==> src/logic/hctm_pkg.sv <==
// Constants, types and helpers shared by the host-control message handler
package hctm_pkg;

   // Resource identifiers for the two card operating modes
   localparam logic [31:0] RES_ID_SINGLE = 32'h0020_0043;
   localparam logic [31:0] RES_ID_MULTI = 32'h0020_0081;

   // Message tags; even tags are requests, odd tags are confirmations
   localparam logic [23:0] TAG_TX_REQ = 24'h9F_8404;
   localparam logic [23:0] TAG_TX_CNF = 24'h9F_8405;
   localparam logic [23:0] TAG_RX_REQ = 24'h9F_8406;
   localparam logic [23:0] TAG_RX_CNF = 24'h9F_8407;
   localparam logic [23:0] TAG_IB_REQ = 24'h9F_8408;
   localparam logic [23:0] TAG_IB_CNF = 24'h9F_8409;

   // Confirmation status codes
   localparam logic [7:0] ST_GRANTED = 8'h00;
   localparam logic [7:0] ST_ABSENT = 8'h01;
   localparam logic [7:0] ST_BUSY = 8'h02;
   localparam logic [7:0] ST_INVALID = 8'h03;
   localparam logic [7:0] ST_OTHER = 8'h04;

   // Length field values
   localparam logic [7:0] LEN_TX_REQ = 8'h04;
   localparam logic [7:0] LEN_RX_REQ = 8'h03;
   localparam logic [7:0] LEN_CNF = 8'h01;
   localparam logic [7:0] LEN_IB_MAX = 8'h04;
   localparam logic [7:0] LEN_LONG_ONE = 8'h81;
   localparam int BODY_BYTES = 4;

   // Register byte offsets
   localparam logic [7:0] REG_CTRL = 8'h00;
   localparam logic [7:0] REG_TX_LIMIT = 8'h04;
   localparam logic [7:0] REG_TX_POWER = 8'h08;
   localparam logic [7:0] REG_RX_LIMIT = 8'h0C;
   localparam logic [7:0] REG_STATUS = 8'h10;
   localparam logic [7:0] REG_TX_CFG = 8'h14;
   localparam logic [7:0] REG_RX_CFG = 8'h18;
   localparam logic [7:0] REG_DROPS = 8'h1C;

   // Reset values
   localparam logic [7:0] CTRL_RST = 8'h00;
   localparam logic [31:0] TX_LIMIT_RST = 32'hFFFF_0000;
   localparam logic [7:0] TX_POWER_RST = 8'hFF;
   localparam logic [10:0] RX_LIMIT_RST = 11'h7FF;

   // Receive frequency arithmetic in 10 kHz units
   localparam logic [15:0] RX_FREQ_BASE = 16'h1388;
   localparam logic [15:0] RX_FREQ_STEP = 16'h0005;

   // Bit rates in kbps
   localparam logic [11:0] KBPS_256 = 12'h100;
   localparam logic [11:0] KBPS_2048 = 12'h800;
   localparam logic [11:0] KBPS_1544 = 12'h608;
   localparam logic [11:0] KBPS_3088 = 12'hC10;

   // Receiver confirmation deadline
   localparam int CLK_HZ = 50_000_000;
   localparam int RX_CNF_LIMIT_MS = 500;
   localparam int RX_TIMEOUT_CYC = RX_CNF_LIMIT_MS * (CLK_HZ / 1000);

   // Software control bits
   typedef struct packed {
      logic standby_allow;
      logic homing_grant;
      logic multi_stream;
      logic rx_busy;
      logic rx_present;
      logic tx_busy;
      logic return_path;
      logic tx_present;
   } hctm_ctrl_t;

   // Transmitter setting
   typedef struct packed {
      logic [15:0] transmit_freq_khz;
      logic [7:0] transmit_power_code;
      logic [1:0] transmit_rate_code;
   } hctm_tx_cfg_t;

   // Receiver setting
   typedef struct packed {
      logic [10:0] receive_freq_code;
      logic [1:0] receive_rate_code;
      logic spectrum_invert_bit;
   } hctm_rx_cfg_t;

   // Transmit rate decode
   function automatic logic [11:0] tx_kbps(input logic [1:0] code);
      case (code)
         2'b00: tx_kbps = KBPS_256;
         2'b01: tx_kbps = KBPS_2048;
         2'b10: tx_kbps = KBPS_1544;
         default: tx_kbps = KBPS_3088;
      endcase
   endfunction : tx_kbps

   // Receive rate decode
   function automatic logic [11:0] rx_kbps(input logic [1:0] code);
      case (code)
         2'b00: rx_kbps = KBPS_2048;
         2'b01: rx_kbps = KBPS_2048;
         2'b10: rx_kbps = KBPS_1544;
         default: rx_kbps = KBPS_3088;
      endcase
   endfunction : rx_kbps

endpackage : hctm_pkg

==> src/logic/hctm_cnf_tx.sv <==
// Confirmation message serializer: tag, length, status byte
`timescale 1ns/1ps
module hctm_cnf_tx (
   input wire logic pclk,
   input wire logic presetn,
   input wire logic ce,
   input wire logic start,
   input wire logic [23:0] tag,
   input wire logic [7:0] status,
   output logic busy,
   output logic out_valid,
   output logic [7:0] out_data,
   output logic out_last,
   input wire logic out_ready
);

   logic [2:0] idx;
   logic active;
   logic [23:0] tag_q;
   logic [7:0] status_q;

   // Byte picker for a position in the message
   function automatic logic [7:0] pick(input logic [2:0] i,
                                       input logic [23:0] t,
                                       input logic [7:0] s);
      case (i)
         3'h0: pick = t[23:16];
         3'h1: pick = t[15:8];
         3'h2: pick = t[7:0];
         3'h3: pick = hctm_pkg::LEN_CNF;
         default: pick = s;
      endcase
   endfunction : pick

   // Sequencing of the five bytes
   always_ff @(posedge pclk or negedge presetn) begin
      if (!presetn) begin
         active <= 1'b0;
         idx <= 3'h0;
         tag_q <= 24'h00_0000;
         status_q <= 8'h00;
         out_data <= 8'h00;
      end else if (ce) begin
         if (start && !active) begin
            active <= 1'b1;
            idx <= 3'h0;
            tag_q <= tag;
            status_q <= status;
            out_data <= pick(3'h0, tag, status);
         end else if (active && out_ready) begin
            if (idx == 3'h4) begin
               active <= 1'b0;
            end else begin
               idx <= idx + 3'h1;
               out_data <= pick(idx + 3'h1, tag_q, status_q);
            end
         end
      end
   end

   assign busy = active;
   assign out_valid = active;
   assign out_last = active && (idx == 3'h4);

endmodule : hctm_cnf_tx

==> src/logic/hctm_top.sv <==
// Host-control message handler: parses card requests, tunes, confirms
//
// Register access over APB and the address map were left to the implementer.
`timescale 1ns/1ps
// Contract
// - Only one host-control session may be open at a time.
// - Session identifier differs by card stream mode.
// - Six message tags 0x9F8404..09; even requests, odd confirmations.
// - Transmit request body: 16-bit kHz frequency, power byte, rate byte.
// - Transmit power counts in 0.5 dBmV steps, code zero is 0 dBmV.
// - Transmit rate top bits: 256, 2048, 1544, 3088 kbps; rest reserved.
// - Host confirms each transmit request: tag, length, status.
// - Transmit status: granted, absent, busy, invalid, other; rest reserved.
// - Receive-only host answers every transmit request with 0x01.
// - Out-of-range transmit parameters are answered with status 0x03.
// - Receive frequency is code times 0.05 MHz plus 50 MHz; 11 bits.
// - Receive rate top bits: 2048, 2048, 1544, 3088 kbps.
// - Bit 0 of receive rate byte selects inverted spectrum.
// - Receive confirmation only after lock or 500 ms, whichever first.
// - Receive status: granted, absent, busy, invalid, other; rest reserved.
// - Refuse in-band tuning unless homing granted or standby allows.
module hctm_top #(
   parameter int RX_TIMEOUT = hctm_pkg::RX_TIMEOUT_CYC
) (
   input wire logic pclk,
   input wire logic presetn,
   input wire logic ce,
   input wire logic psel,
   input wire logic penable,
   input wire logic pwrite,
   input wire logic [7:0] paddr,
   input wire logic [31:0] pwdata,
   output logic [31:0] prdata,
   output logic pready,
   output logic pslverr,
   input wire logic sess_open_req,
   input wire logic [31:0] sess_res_id,
   input wire logic sess_close,
   output logic sess_open_ack,
   output logic sess_open_nak,
   output logic sess_active,
   input wire logic req_valid,
   input wire logic [7:0] req_data,
   output logic req_ready,
   output logic cnf_valid,
   output logic [7:0] cnf_data,
   output logic cnf_last,
   input wire logic cnf_ready,
   output hctm_pkg::hctm_tx_cfg_t tx_cfg,
   output logic [11:0] tx_rate_kbps,
   output logic tx_apply,
   output hctm_pkg::hctm_rx_cfg_t rx_cfg,
   output logic [15:0] rx_freq_10khz,
   output logic [11:0] rx_rate_kbps,
   output logic rx_apply,
   input wire logic rx_locked,
   output logic ib_accept
);

   typedef enum logic [2:0] {
      S_TAG = 3'b000,
      S_LEN = 3'b001,
      S_BODY = 3'b010,
      S_EVAL = 3'b011,
      S_RXWAIT = 3'b100,
      S_SEND = 3'b101
   } hctm_state_t;

   hctm_state_t state;
   hctm_pkg::hctm_ctrl_t ctrl;
   logic [31:0] tx_limit;
   logic [7:0] tx_power_max;
   logic [10:0] rx_limit;
   logic [23:0] tag_buf;
   logic [7:0] len;
   logic [7:0] cnt;
   logic long_len;
   logic [7:0] body [hctm_pkg::BODY_BYTES];
   logic [31:0] timer;
   logic [15:0] drops;
   logic [7:0] last_tx_status;
   logic [7:0] last_rx_status;
   logic cnf_start;
   logic [23:0] cnf_tag;
   logic [7:0] cnf_status;
   logic cnf_busy;
   logic take;
   logic wr_en;
   logic mapped;
   logic [7:0] eval_status;
   logic [15:0] req_freq;
   logic tx_range_bad;
   logic rx_range_bad;

   // Session admission with one session at most
   always_ff @(posedge pclk or negedge presetn) begin
      if (!presetn) begin
         sess_active <= 1'b0;
         sess_open_ack <= 1'b0;
         sess_open_nak <= 1'b0;
      end else if (ce) begin
         sess_open_ack <= 1'b0;
         sess_open_nak <= 1'b0;
         if (sess_close) begin
            sess_active <= 1'b0;
         end else if (sess_open_req) begin
            if (!sess_active && sess_res_id == (ctrl.multi_stream ?
                hctm_pkg::RES_ID_MULTI : hctm_pkg::RES_ID_SINGLE)) begin
               sess_active <= 1'b1;
               sess_open_ack <= 1'b1;
            end else begin
               sess_open_nak <= 1'b1;
            end
         end
      end
   end

   // Bytes are taken only while collecting a message
   assign req_ready = ce && (state == S_TAG || state == S_LEN ||
                             state == S_BODY);
   assign take = req_ready && req_valid;
   assign req_freq = {body[0], body[1]};

   // Range checks against software limits
   assign tx_range_bad = req_freq < tx_limit[15:0] ||
                         req_freq > tx_limit[31:16] ||
                         body[2] > tx_power_max;
   assign rx_range_bad = body[0][7:3] != 5'h00 ||
                         {body[0][2:0], body[1]} > rx_limit;

   // Status decision for the request held in the body buffer
   always_comb begin
      eval_status = hctm_pkg::ST_OTHER;
      case (tag_buf)
         hctm_pkg::TAG_TX_REQ: begin
            if (!ctrl.tx_present || !ctrl.return_path) begin
               eval_status = hctm_pkg::ST_ABSENT;
            end else if (len != hctm_pkg::LEN_TX_REQ || tx_range_bad) begin
               eval_status = hctm_pkg::ST_INVALID;
            end else if (ctrl.tx_busy) begin
               eval_status = hctm_pkg::ST_BUSY;
            end else begin
               eval_status = hctm_pkg::ST_GRANTED;
            end
         end
         hctm_pkg::TAG_RX_REQ: begin
            if (!ctrl.rx_present) begin
               eval_status = hctm_pkg::ST_ABSENT;
            end else if (len != hctm_pkg::LEN_RX_REQ || rx_range_bad) begin
               eval_status = hctm_pkg::ST_INVALID;
            end else if (ctrl.rx_busy) begin
               eval_status = hctm_pkg::ST_BUSY;
            end else begin
               eval_status = hctm_pkg::ST_GRANTED;
            end
         end
         hctm_pkg::TAG_IB_REQ: begin
            if (len == 8'h00 || len > hctm_pkg::LEN_IB_MAX) begin
               eval_status = hctm_pkg::ST_INVALID;
            end else if (ctrl.homing_grant || ctrl.standby_allow) begin
               eval_status = hctm_pkg::ST_GRANTED;
            end else begin
               eval_status = hctm_pkg::ST_OTHER;
            end
         end
         default: eval_status = hctm_pkg::ST_OTHER;
      endcase
   end

   // Message parser and confirmation sequencing
   always_ff @(posedge pclk or negedge presetn) begin
      if (!presetn) begin
         state <= S_TAG;
         tag_buf <= 24'h00_0000;
         len <= 8'h00;
         cnt <= 8'h00;
         long_len <= 1'b0;
         timer <= 32'h0000_0000;
         cnf_start <= 1'b0;
         cnf_tag <= 24'h00_0000;
         cnf_status <= 8'h00;
         drops <= 16'h0000;
      end else if (ce) begin
         cnf_start <= 1'b0;
         if (!sess_active) begin
            state <= S_TAG;
            cnt <= 8'h00;
            long_len <= 1'b0;
         end else begin
            case (state)
               S_TAG: begin
                  if (take) begin
                     tag_buf <= {tag_buf[15:0], req_data};
                     if (cnt == 8'h02) begin
                        cnt <= 8'h00;
                        state <= S_LEN;
                     end else begin
                        cnt <= cnt + 8'h01;
                     end
                  end
               end
               S_LEN: begin
                  if (take) begin
                     if (!long_len && req_data == hctm_pkg::LEN_LONG_ONE) begin
                        long_len <= 1'b1;
                     end else if (!long_len && req_data[7]) begin
                        drops <= drops + 16'h0001;
                        state <= S_TAG;
                     end else begin
                        long_len <= 1'b0;
                        len <= req_data;
                        state <= (req_data == 8'h00) ? S_EVAL : S_BODY;
                     end
                  end
               end
               S_BODY: begin
                  if (take) begin
                     cnt <= cnt + 8'h01;
                     if (cnt == len - 8'h01) begin
                        cnt <= 8'h00;
                        state <= S_EVAL;
                     end
                  end
               end
               S_EVAL: begin
                  cnf_tag <= tag_buf + 24'h00_0001;
                  cnf_status <= eval_status;
                  if (tag_buf == hctm_pkg::TAG_RX_REQ &&
                      eval_status == hctm_pkg::ST_GRANTED) begin
                     timer <= 32'h0000_0000;
                     state <= S_RXWAIT;
                  end else if (tag_buf == hctm_pkg::TAG_TX_REQ ||
                               tag_buf == hctm_pkg::TAG_RX_REQ ||
                               tag_buf == hctm_pkg::TAG_IB_REQ) begin
                     cnf_start <= 1'b1;
                     state <= S_SEND;
                  end else begin
                     drops <= drops + 16'h0001;
                     state <= S_TAG;
                  end
               end
               S_RXWAIT: begin
                  timer <= timer + 32'h0000_0001;
                  if (rx_locked) begin
                     cnf_status <= hctm_pkg::ST_GRANTED;
                     cnf_start <= 1'b1;
                     state <= S_SEND;
                  end else if (timer == 32'(RX_TIMEOUT - 1)) begin
                     cnf_status <= hctm_pkg::ST_OTHER;
                     cnf_start <= 1'b1;
                     state <= S_SEND;
                  end
               end
               S_SEND: begin
                  if (!cnf_start && !cnf_busy) begin
                     state <= S_TAG;
                  end
               end
               default: state <= S_TAG;
            endcase
         end
      end
   end

   // Body capture, first bytes only
   always_ff @(posedge pclk or negedge presetn) begin
      if (!presetn) begin
         for (int i = 0; i < hctm_pkg::BODY_BYTES; i++) begin
            body[i] <= 8'h00;
         end
      end else if (ce) begin
         if (take && state == S_BODY && cnt < 8'(hctm_pkg::BODY_BYTES)) begin
            body[cnt[1:0]] <= req_data;
         end
      end
   end

   // Tuner settings applied only on a granted request
   always_ff @(posedge pclk or negedge presetn) begin
      if (!presetn) begin
         tx_cfg <= '0;
         rx_cfg <= '0;
         tx_apply <= 1'b0;
         rx_apply <= 1'b0;
         ib_accept <= 1'b0;
         tx_rate_kbps <= hctm_pkg::KBPS_256;
         rx_rate_kbps <= hctm_pkg::KBPS_2048;
         rx_freq_10khz <= hctm_pkg::RX_FREQ_BASE;
         last_tx_status <= 8'h00;
         last_rx_status <= 8'h00;
      end else if (ce) begin
         tx_apply <= 1'b0;
         rx_apply <= 1'b0;
         ib_accept <= 1'b0;
         if (state == S_EVAL && sess_active) begin
            if (tag_buf == hctm_pkg::TAG_TX_REQ) begin
               last_tx_status <= eval_status;
               if (eval_status == hctm_pkg::ST_GRANTED) begin
                  tx_cfg.transmit_freq_khz <= req_freq;
                  tx_cfg.transmit_power_code <= body[2];
                  tx_cfg.transmit_rate_code <= body[3][7:6];
                  tx_rate_kbps <= hctm_pkg::tx_kbps(body[3][7:6]);
                  tx_apply <= 1'b1;
               end
            end
            if (tag_buf == hctm_pkg::TAG_RX_REQ &&
                eval_status == hctm_pkg::ST_GRANTED) begin
               rx_cfg.receive_freq_code <= {body[0][2:0], body[1]};
               rx_freq_10khz <= hctm_pkg::RX_FREQ_BASE + 16'(
                  {body[0][2:0], body[1]} * hctm_pkg::RX_FREQ_STEP);
               rx_cfg.receive_rate_code <= body[2][7:6];
               rx_rate_kbps <= hctm_pkg::rx_kbps(body[2][7:6]);
               rx_cfg.spectrum_invert_bit <= body[2][0];
               rx_apply <= 1'b1;
            end
            if (tag_buf == hctm_pkg::TAG_IB_REQ &&
                eval_status == hctm_pkg::ST_GRANTED) begin
               ib_accept <= 1'b1;
            end
         end
         if (cnf_start && cnf_tag == hctm_pkg::TAG_RX_CNF) begin
            last_rx_status <= cnf_status;
         end
      end
   end

   // Confirmation serializer
   hctm_cnf_tx u_cnf (
      .pclk(pclk),
      .presetn(presetn),
      .ce(ce),
      .start(cnf_start),
      .tag(cnf_tag),
      .status(cnf_status),
      .busy(cnf_busy),
      .out_valid(cnf_valid),
      .out_data(cnf_data),
      .out_last(cnf_last),
      .out_ready(cnf_ready)
   );

   // APB decode; zero wait states while enabled
   assign pready = ce;
   assign mapped = paddr[1:0] == 2'b00 && paddr <= hctm_pkg::REG_DROPS;
   assign pslverr = psel && penable && !mapped;
   assign wr_en = psel && penable && pready && pwrite && mapped;

   // Software-written configuration
   always_ff @(posedge pclk or negedge presetn) begin
      if (!presetn) begin
         ctrl <= hctm_pkg::hctm_ctrl_t'(hctm_pkg::CTRL_RST);
         tx_limit <= hctm_pkg::TX_LIMIT_RST;
         tx_power_max <= hctm_pkg::TX_POWER_RST;
         rx_limit <= hctm_pkg::RX_LIMIT_RST;
      end else if (ce && wr_en) begin
         case (paddr)
            hctm_pkg::REG_CTRL: ctrl <= hctm_pkg::hctm_ctrl_t'(pwdata[7:0]);
            hctm_pkg::REG_TX_LIMIT: tx_limit <= pwdata;
            hctm_pkg::REG_TX_POWER: tx_power_max <= pwdata[7:0];
            hctm_pkg::REG_RX_LIMIT: rx_limit <= pwdata[10:0];
            default: ;
         endcase
      end
   end

   // Read data prepared in the setup cycle
   always_ff @(posedge pclk or negedge presetn) begin
      if (!presetn) begin
         prdata <= 32'h0000_0000;
      end else if (ce && psel && !penable) begin
         case (paddr)
            hctm_pkg::REG_CTRL: prdata <= {24'h00_0000, ctrl};
            hctm_pkg::REG_TX_LIMIT: prdata <= tx_limit;
            hctm_pkg::REG_TX_POWER: prdata <= {24'h00_0000, tx_power_max};
            hctm_pkg::REG_RX_LIMIT: prdata <= {21'h00_0000, rx_limit};
            hctm_pkg::REG_STATUS:
               prdata <= {5'h00, state, last_rx_status, last_tx_status,
                          7'h00, sess_active};
            hctm_pkg::REG_TX_CFG: prdata <= {6'h00, tx_cfg};
            hctm_pkg::REG_RX_CFG: prdata <= {18'h0_0000, rx_cfg};
            hctm_pkg::REG_DROPS: prdata <= {16'h0000, drops};
            default: prdata <= 32'h0000_0000;
         endcase
      end
   end

endmodule : hctm_top

==> config.mk <==
export PLATFORM = sky130hd
export DESIGN_NAME = hctm_top
export DESIGN_NICKNAME = d
export VERILOG_FILES = /design/src/logic/hctm_pkg.sv /design/src/logic/hctm_cnf_tx.sv /design/src/logic/hctm_top.sv
export SDC_FILE = /design/constraint.sdc
export NUM_CORES = 1
export LEC_CHECK = 0
export ABC_AREA = 0
export BUFFER_PORTS_ARGS = -buffer_cell sky130_fd_sc_hd__buf_2
export CORE_MARGIN = 2
export CORE_UTILIZATION = 40
export CTS_CLUSTER_SIZE = 24
export DETAILED_ROUTE_END_ITERATION = 10
export GPL_TIMING_DRIVEN = 0
export MAX_ROUTING_LAYER = met4
export RECOVER_POWER = 50
export SLEW_MARGIN = 20
export SYNTH_ARGS = -nofsm -noshare
export SYNTH_HDL_FRONTEND = slang
export SYNTH_SLANG_ARGS = --single-unit
==> constraint.sdc <==
create_clock -name pclk -period 3.3 [get_ports pclk]
set_input_delay 0.66 -clock pclk [delete_from_list [all_inputs] [get_ports pclk]]
set_output_delay 0.66 -clock pclk [all_outputs]
set_load 0.02 [all_outputs]
=== Word-level counts from Yosys, hierarchy flattened ===
Index checks and enable logic that the tools add are counted.

* $add $sub $neg: 7
* $mul: 1
* Magnitude comparators: 9
* Eq/ne operators: 51
* Mux-type cells: 85
* Bitwise gates (word level): 3
* Reduce and logical (&&, ||, !) cells: 84

{| class="wikitable"
|+ Operators with widths
! cell !! count
|-
| 32-bit case mux with 8 select lines || 1
|-
| 24-bit == test (second input constant) || 4
|-
| 8-bit two-way mux || 12
|-
| 16-bit two-way mux || 5
|-
| 32-bit case mux with 2 select lines || 1
|-
| 3-bit two-way mux || 17
|-
| 12-bit case mux with 3 select lines || 1
|-
| 32-bit by 1-bit adder with 32-bit output (second input constant) || 1
|-
| 32-bit bitwise mux || 1
|-
| 32-bit by 22-bit == test with 1-bit output || 1
|-
| 32-bit by 25-bit == test with 1-bit output (second input constant) || 1
|-
| 8-bit by 5-bit == test with 1-bit output (second input constant) || 4
|-
| 8-bit zero test || 4
|-
| 32-bit two-way mux || 1
|-
| 16-bit case mux with 2 select lines || 1
|-
| 8-bit case mux with 2 select lines || 2
|-
| 8-bit case mux with 4 select lines || 1
|-
| 1-bit two-way mux || 30
|-
| 1-bit logical AND || 25
|-
| 24-bit by 1-bit adder with 24-bit output (second input constant) || 1
|-
| 3-bit != test (second input constant) || 8
|-
| 12-bit case mux with 2 select lines || 1
|-
| 8-bit case mux with 3 select lines || 1
|-
| 4-bit AND reduction || 6
|-
| 50 further kinds || 110
|}

* Register bits after elaboration: 394
* Input bits: 91
* Output and inout port bits: 131
* Logic and storage cells: 288

=== Depth between registers and ports, before layout ===
* Depth in word-level cells: 12
* Gate-level depth with buffers: 12
* Gate-level depth less buffers: 12

=== Hierarchy ===
A second synthesis with hierarchy kept.

* Cell total of the unflattened synthesis: 1,769
* Area, all modules: 18,512.8 um2

{| class="wikitable"
|+ Modules (own cells, without submodules)
! module !! instances !! cells an instance !! area each (um2) !! sequential area each (um2)
|-
| hctm_top || 1 || 1,545 || 16,480.8 || 7,835.0
|-
| hctm_cnf_tx || 1 || 224 || 2,031.9 || 1,101.1
|}

=== Least setup slack after synthesis ===
Ideal clock, no wire load.

* Path type: reg-to-reg
* Start: reg tx_limit[26]
* End: reg tx_cfg[0] (netlist name)
* Library setup time: 125 ps
* Arrival time: 2,755 ps
* Required time: 3,175 ps
* Path slack: 420 ps
* Cell stages (with the launch flop): 11
* Path buffers: 1
* Period minus slack after synthesis: 2,880 ps
* Cell sequence: dfstp_2 -> inv_1 -> ha_1 -> nand4_1 -> or4_1 -> o221a_2 -> o2111a_1 -> o21a_1 -> nand3_4 -> buf_6 -> mux2_4

* Word-level cells in the longest chain between the ends: 9

{| class="wikitable"
|+ RTL lines
! what !! line !! text
|-
| from (decl) || hctm_top.sv:71 || <nowiki>logic [31:0] tx_limit;</nowiki>
|-
| from (signal assigned) || hctm_top.sv:352 || <nowiki>tx_limit <= hctm_pkg::TX_LIMIT_RST;</nowiki>
|-
| from (signal assigned) || hctm_top.sv:358 || <nowiki>hctm_pkg::REG_TX_LIMIT: tx_limit <= pwdata;</nowiki>
|-
| 16-bit > comparator || hctm_top.sv:126 || <nowiki>req_freq > tx_limit[31:16] ||</nowiki>
|-
| 1-bit logical OR || hctm_top.sv:125 || <nowiki>assign tx_range_bad = req_freq < tx_limit[15:0] ||</nowiki>
|-
| 1-bit logical OR || hctm_top.sv:126 ||
|-
| 1-bit logical OR || hctm_top.sv:138 || <nowiki>end else if (len != hctm_pkg::LEN_TX_REQ || tx_range_bad) begin</nowiki>
|-
| 2-bit two-way mux || hctm_top.sv:138 ||
|-
| 2-bit two-way mux || hctm_top.sv:136 || <nowiki>if (!ctrl.tx_present || !ctrl.return_path) begin</nowiki>
|-
| 8-bit case mux with 3 select lines || hctm_top.sv:134 || <nowiki>case (tag_buf)</nowiki>
|-
| 8-bit zero test || hctm_top.sv:298 || <nowiki>if (eval_status == hctm_pkg::ST_GRANTED) begin</nowiki>
|-
| 4-bit AND reduction (no source line) || -- ||
|-
| to (decl) || hctm_top.sv:49 || <nowiki>output hctm_pkg::hctm_tx_cfg_t tx_cfg,</nowiki>
|}

No other way between the ends.
A chain may end at the register's enable or synchronous reset.

=== Worst setup path in the final report ===
* Start: reg tx_power_max[2]
* End: reg tx_cfg[11] (netlist name)

* Word-level cells in the longest chain between the ends: 8

{| class="wikitable"
|+ RTL lines
! what !! line !! text
|-
| from (decl) || hctm_top.sv:72 || <nowiki>logic [7:0] tx_power_max;</nowiki>
|-
| from (signal assigned) || hctm_top.sv:353 || <nowiki>tx_power_max <= hctm_pkg::TX_POWER_RST;</nowiki>
|-
| from (signal assigned) || hctm_top.sv:359 || <nowiki>hctm_pkg::REG_TX_POWER: tx_power_max <= pwdata[7:0];</nowiki>
|-
| 8-bit > comparator || hctm_top.sv:127 || <nowiki>body[2] > tx_power_max;</nowiki>
|-
| 1-bit logical OR || hctm_top.sv:126 ||
|-
| 1-bit logical OR || hctm_top.sv:138 ||
|-
| 2-bit two-way mux || hctm_top.sv:138 ||
|-
| 2-bit two-way mux || hctm_top.sv:136 ||
|-
| 8-bit case mux with 3 select lines || hctm_top.sv:134 ||
|-
| 8-bit zero test || hctm_top.sv:298 ||
|-
| 4-bit AND reduction (no source line) || -- ||
|}

No other way between the ends.

==> summary.txt <==
Run status
  • Run status: finished with violations
  • Violations in the final reports: max-capacitance violations, max-slew violations

Clock tree
  • Clock transition time at the flip-flop clock pins of the worst setup and hold paths: 60 ps
  • CTS tree: done
  • Max H-tree Level: 2
  • Insertion delay to the later sink of the worst-skew pair: 570 ps
  • CTS sink count: 350
  • Number of buffers inserted during clock tree synthesis: 41
  • Buffer cell driving the clock tree root: sky130_fd_sc_hd__clkbuf_16
  • Longest Clk Path Bufs: 3
  • Quantity of hold-fixing buffers added after cts: 0

GRT
  • Number of antenna violations at the first check in global routing: 3
  • Pin count of the biggest net entering global routing: 88
  • Number of global-route vias before repair: 14.06k
  • Global-route wire length before repair: 82,470 um
  • Total overflow reported by the global router: 0
  • All-layer global routing usage: 23.48%

Placement
  • Dpl cells: 2,638
  • Number of buffer cells added on primary ports: 206
  • Total placed instance area: 20,220 um2
  • Minimum setup slack after placement: -567.0 ps
  • Placed wire-length estimate: 40,870 um
  • Last weighted congestion value of the routability-driven placer: 0.9719

Timing
  • Clock skew: 18.71 ps
  • Max-Slew Margin vs Limit: -72.30%
  • Final-layout setup total negative slack: 0 ps
  • Fmax: 312.3 MHz
  • Final critical delay including setup and external delays: 3202 ps
  • Count of endpoints failing hold in the final timing report: 0
  • Final period util: 97.03%
  • Transition time at the pin with the least slew margin: 2584 ps
  • Worst hold slack: 301.4 ps
  • Max Slew Vio Count: 52
  • Setup slack of the critical path after layout: 98.12 ps
  • Setup repair after global routing missed its margin: false
  • Setup violators final: 0

Route
  • Mean routed wirelength per cell: 19.86 um
  • Drt via density: 5.352
  • Vias: 14.53k
  • DRC violations left: 0
  • First-pass iteration count of the detailed router: 5
  • Remaining antenna violation count after routing: 0
  • Total wire length after detailed routing: 53,930 um
  • Iteration-0 DRC count of the detailed router: 992

Cells and area
  • Post-layout util: 47.70%
  • Ratio of cells with drive above 1 in the final layout: 21.88%
  • Area taken by multi-input logic gates: 8783 um2
  • Area delta synth->final: 17.96%
  • Number of fillers in the final layout: 4,260
  • Number of standard cells in the final layout excluding fillers: 2,715
  • Final std cell area, no fill: 21,550 um2
  • Register Area: 8825 um2
  • # nets final: 2,267

Critical path
  • Setup crit start kind: flop
  • Required time of the critical path: 3740 ps
  • Crit path largest cell delay: 530 ps
  • Crit Path Class: flop to flop
  • Critical-path cell list: inv_1, ha_1, and4b_1, a211o_1, a221o_1, a21oi_2, o2111ai_1, a2bb2oi_2, nand3_4, buf_6, mux2_4
  • CP Data Arrival Time: 3640 ps
  • Worst-path fanout max: 10
  • Critical-path top delay cell: sky130_fd_sc_hd__dfstp_2
  • Worst Setup End Kind: flop

Floorplanning
  • Area of the core: 45,190 um2
  • Row count: 78
  • I/O Pins: 222
  • Total die area: 47,400 um2
  • Y dimension of the die: 217.7 um
  • Width of the die: 217.7 um
  • Initial core utilization: 40.43%

Power and ir drop
  • Total power per unit cell area: 435.5 nW/um2
  • PnR Total Power: 9.386 mW
  • Reported leakage power: 10.33 nW
  • Worst ir drop on vdd: 0.3108 mV

Synth
  • Post-synthesis cell type with the largest combined area: sky130_fd_sc_hd__dfrtp_1
  • Syn. warnings: 0
  • Synthesized area divided by synthesized cell count: 10.07 um2
  • Fraction of the yosys area taken by sequential cells: 48.23%
  • Biggest area contributors in the synthesized netlist: sky130_fd_sc_hd__dfrtp_1 42%, sky130_fd_sc_hd__mux2_2 6.8%, sky130_fd_sc_hd__dfstp_2 6.0%
  • Area share of the leading cell type in the synthesized netlist: 42.19%
  • Synthesized instance count: 1,815
  • Commonest cells in the synthesized netlist: 308 x sky130_fd_sc_hd__dfrtp_1, 280 x sky130_fd_sc_hd__nand2_1, 167 x sky130_fd_sc_hd__o21ai_0, 111 x sky130_fd_sc_hd__mux2_2, 101 x sky130_fd_sc_hd__nor2_1
  • Post-synthesis cell type count: 81
  • Leading cell type by number of instances after synthesis: sky130_fd_sc_hd__dfrtp_1
  • Register bit count reported by yosys: 350
  • Post-synthesis instance area: 18,270 um2
  • Share of async-settable or async-resettable flops after synthesis: 100.0%
  • Count of flip-flops with a built-in enable after synthesis: 0
  • Top_reg_cell synth: sky130_fd_sc_hd__dfrtp_1

Hold path
  • Hold Crit Class: primary input to flop

Flow run
  • Total of max-cap violations: 1
-- cell usage in the layout (no fill, tap or decap), types with 38 or more instances in the layout --
master	instances
sky130_fd_sc_hd__mux2_2	111
sky130_fd_sc_hd__nor2_1	100
sky130_fd_sc_hd__a21oi_1	71
sky130_fd_sc_hd__dfstp_2	42
sky130_fd_sc_hd__nand3_1	44
sky130_fd_sc_hd__xor2_1	38
sky130_fd_sc_hd__buf_2	152
sky130_fd_sc_hd__xnor2_1	40
sky130_fd_sc_hd__inv_1	94
sky130_fd_sc_hd__dfrtp_1	299
sky130_fd_sc_hd__clkbuf_1	121
sky130_fd_sc_hd__o21ai_0	167
sky130_fd_sc_hd__ha_1	87
sky130_fd_sc_hd__nand2_1	280
sky130_fd_sc_hd__clkbuf_16	41
-- final timing paths --
path	start	to	slack (ps)	cells after the start
worst max-delay path	tx_power_max[2]	tx_cfg[11]	100	11
worst min-delay path	cnf_ready	u_cnf.busy	300	2
worst max register to register	tx_power_max[2]	tx_cfg[11]	100	11
worst min register to register	rx_freq_10khz[12]	rx_freq_10khz[12]	460	2
max in group asynchronous	presetn	tx_limit[19]	520	3
min in group asynchronous	presetn	sess_open_nak	1010	1
-- kinds of logic (layout without fill, tap and decap cells) --
group | Yosys count | in the layout | synth area share (%)
flops | 350 | 350 | 48.23
simple gates | 597 | 597 | 15.53
compound gates | 362 | 362 | 11.85
fa+ha+maj | 92 | 92 | 6.506
other cells | 1 | 17 | 0.02053
xor+xnor | 78 | 78 | 3.739
buf+inv | 183 | 467 | 4.438
mux | 152 | 152 | 9.690
-- routing by layer --
metal / wire, um / global-route usage [%] / up-vias
li1: - / - / 6901
met1: 25100 / 32.32 / 7133
met2: 24320 / 35.74 / 417
met3: 3245 / 3.640 / 81
met4: 1267 / 7.169 / 0
met5: 0 / - / -
-- critical path: cells and delay by family, from the launching register on --
family	cells	cell delay [ps]
AND/OR/NAND/NOR	2	350
AO/OA/AOI/OAI	5	1340
flip-flops	1	530
multiplexers	1	300
buffers and inverters	2	250
adder cells (fa/ha/maj)	1	310
-- layout make-up --
class                           instances  share of cell area [%]
Clock inverter                         13                  0.4993
Sequential cell                       350                   40.95
Timing Repair Buffer                  213                   5.103
Inverter                               94                   1.637
Buffer                                 89                   2.160
Tap cell                              600                   3.483
Clock buffer                           58                   5.382
Antenna cell                            3                 0.03483
Multi-Input combinational cell       1295                   40.75
-- sequential cells by signal, indices dropped and copies added (netlist names), 11 cells and up --
signal         count
u_cnf.tag_q       24
rx_freq_10khz     13
body              26
tag_buf           24
cnf_tag           24
drops             16
prdata            32
tx_cfg            26
rx_limit          11
tx_limit          32
timer             32
rx_cfg            14
-- where the power goes --
part | switching [mW] | total (mW) | internal (mW)
Clock | 1.82 | 4.34 | 2.53
Combinational | 0.442 | 0.647 | 0.205
Sequential | 0.0473 | 4.39 | 4.35
-- repair_timing --
item	in CTS	in global routing
buffers inserted	1	2
pin swaps	1	1
endpoints found under the setup margin	44	95
resized for setup	8	25
Power figures use the tool's default switching activity.
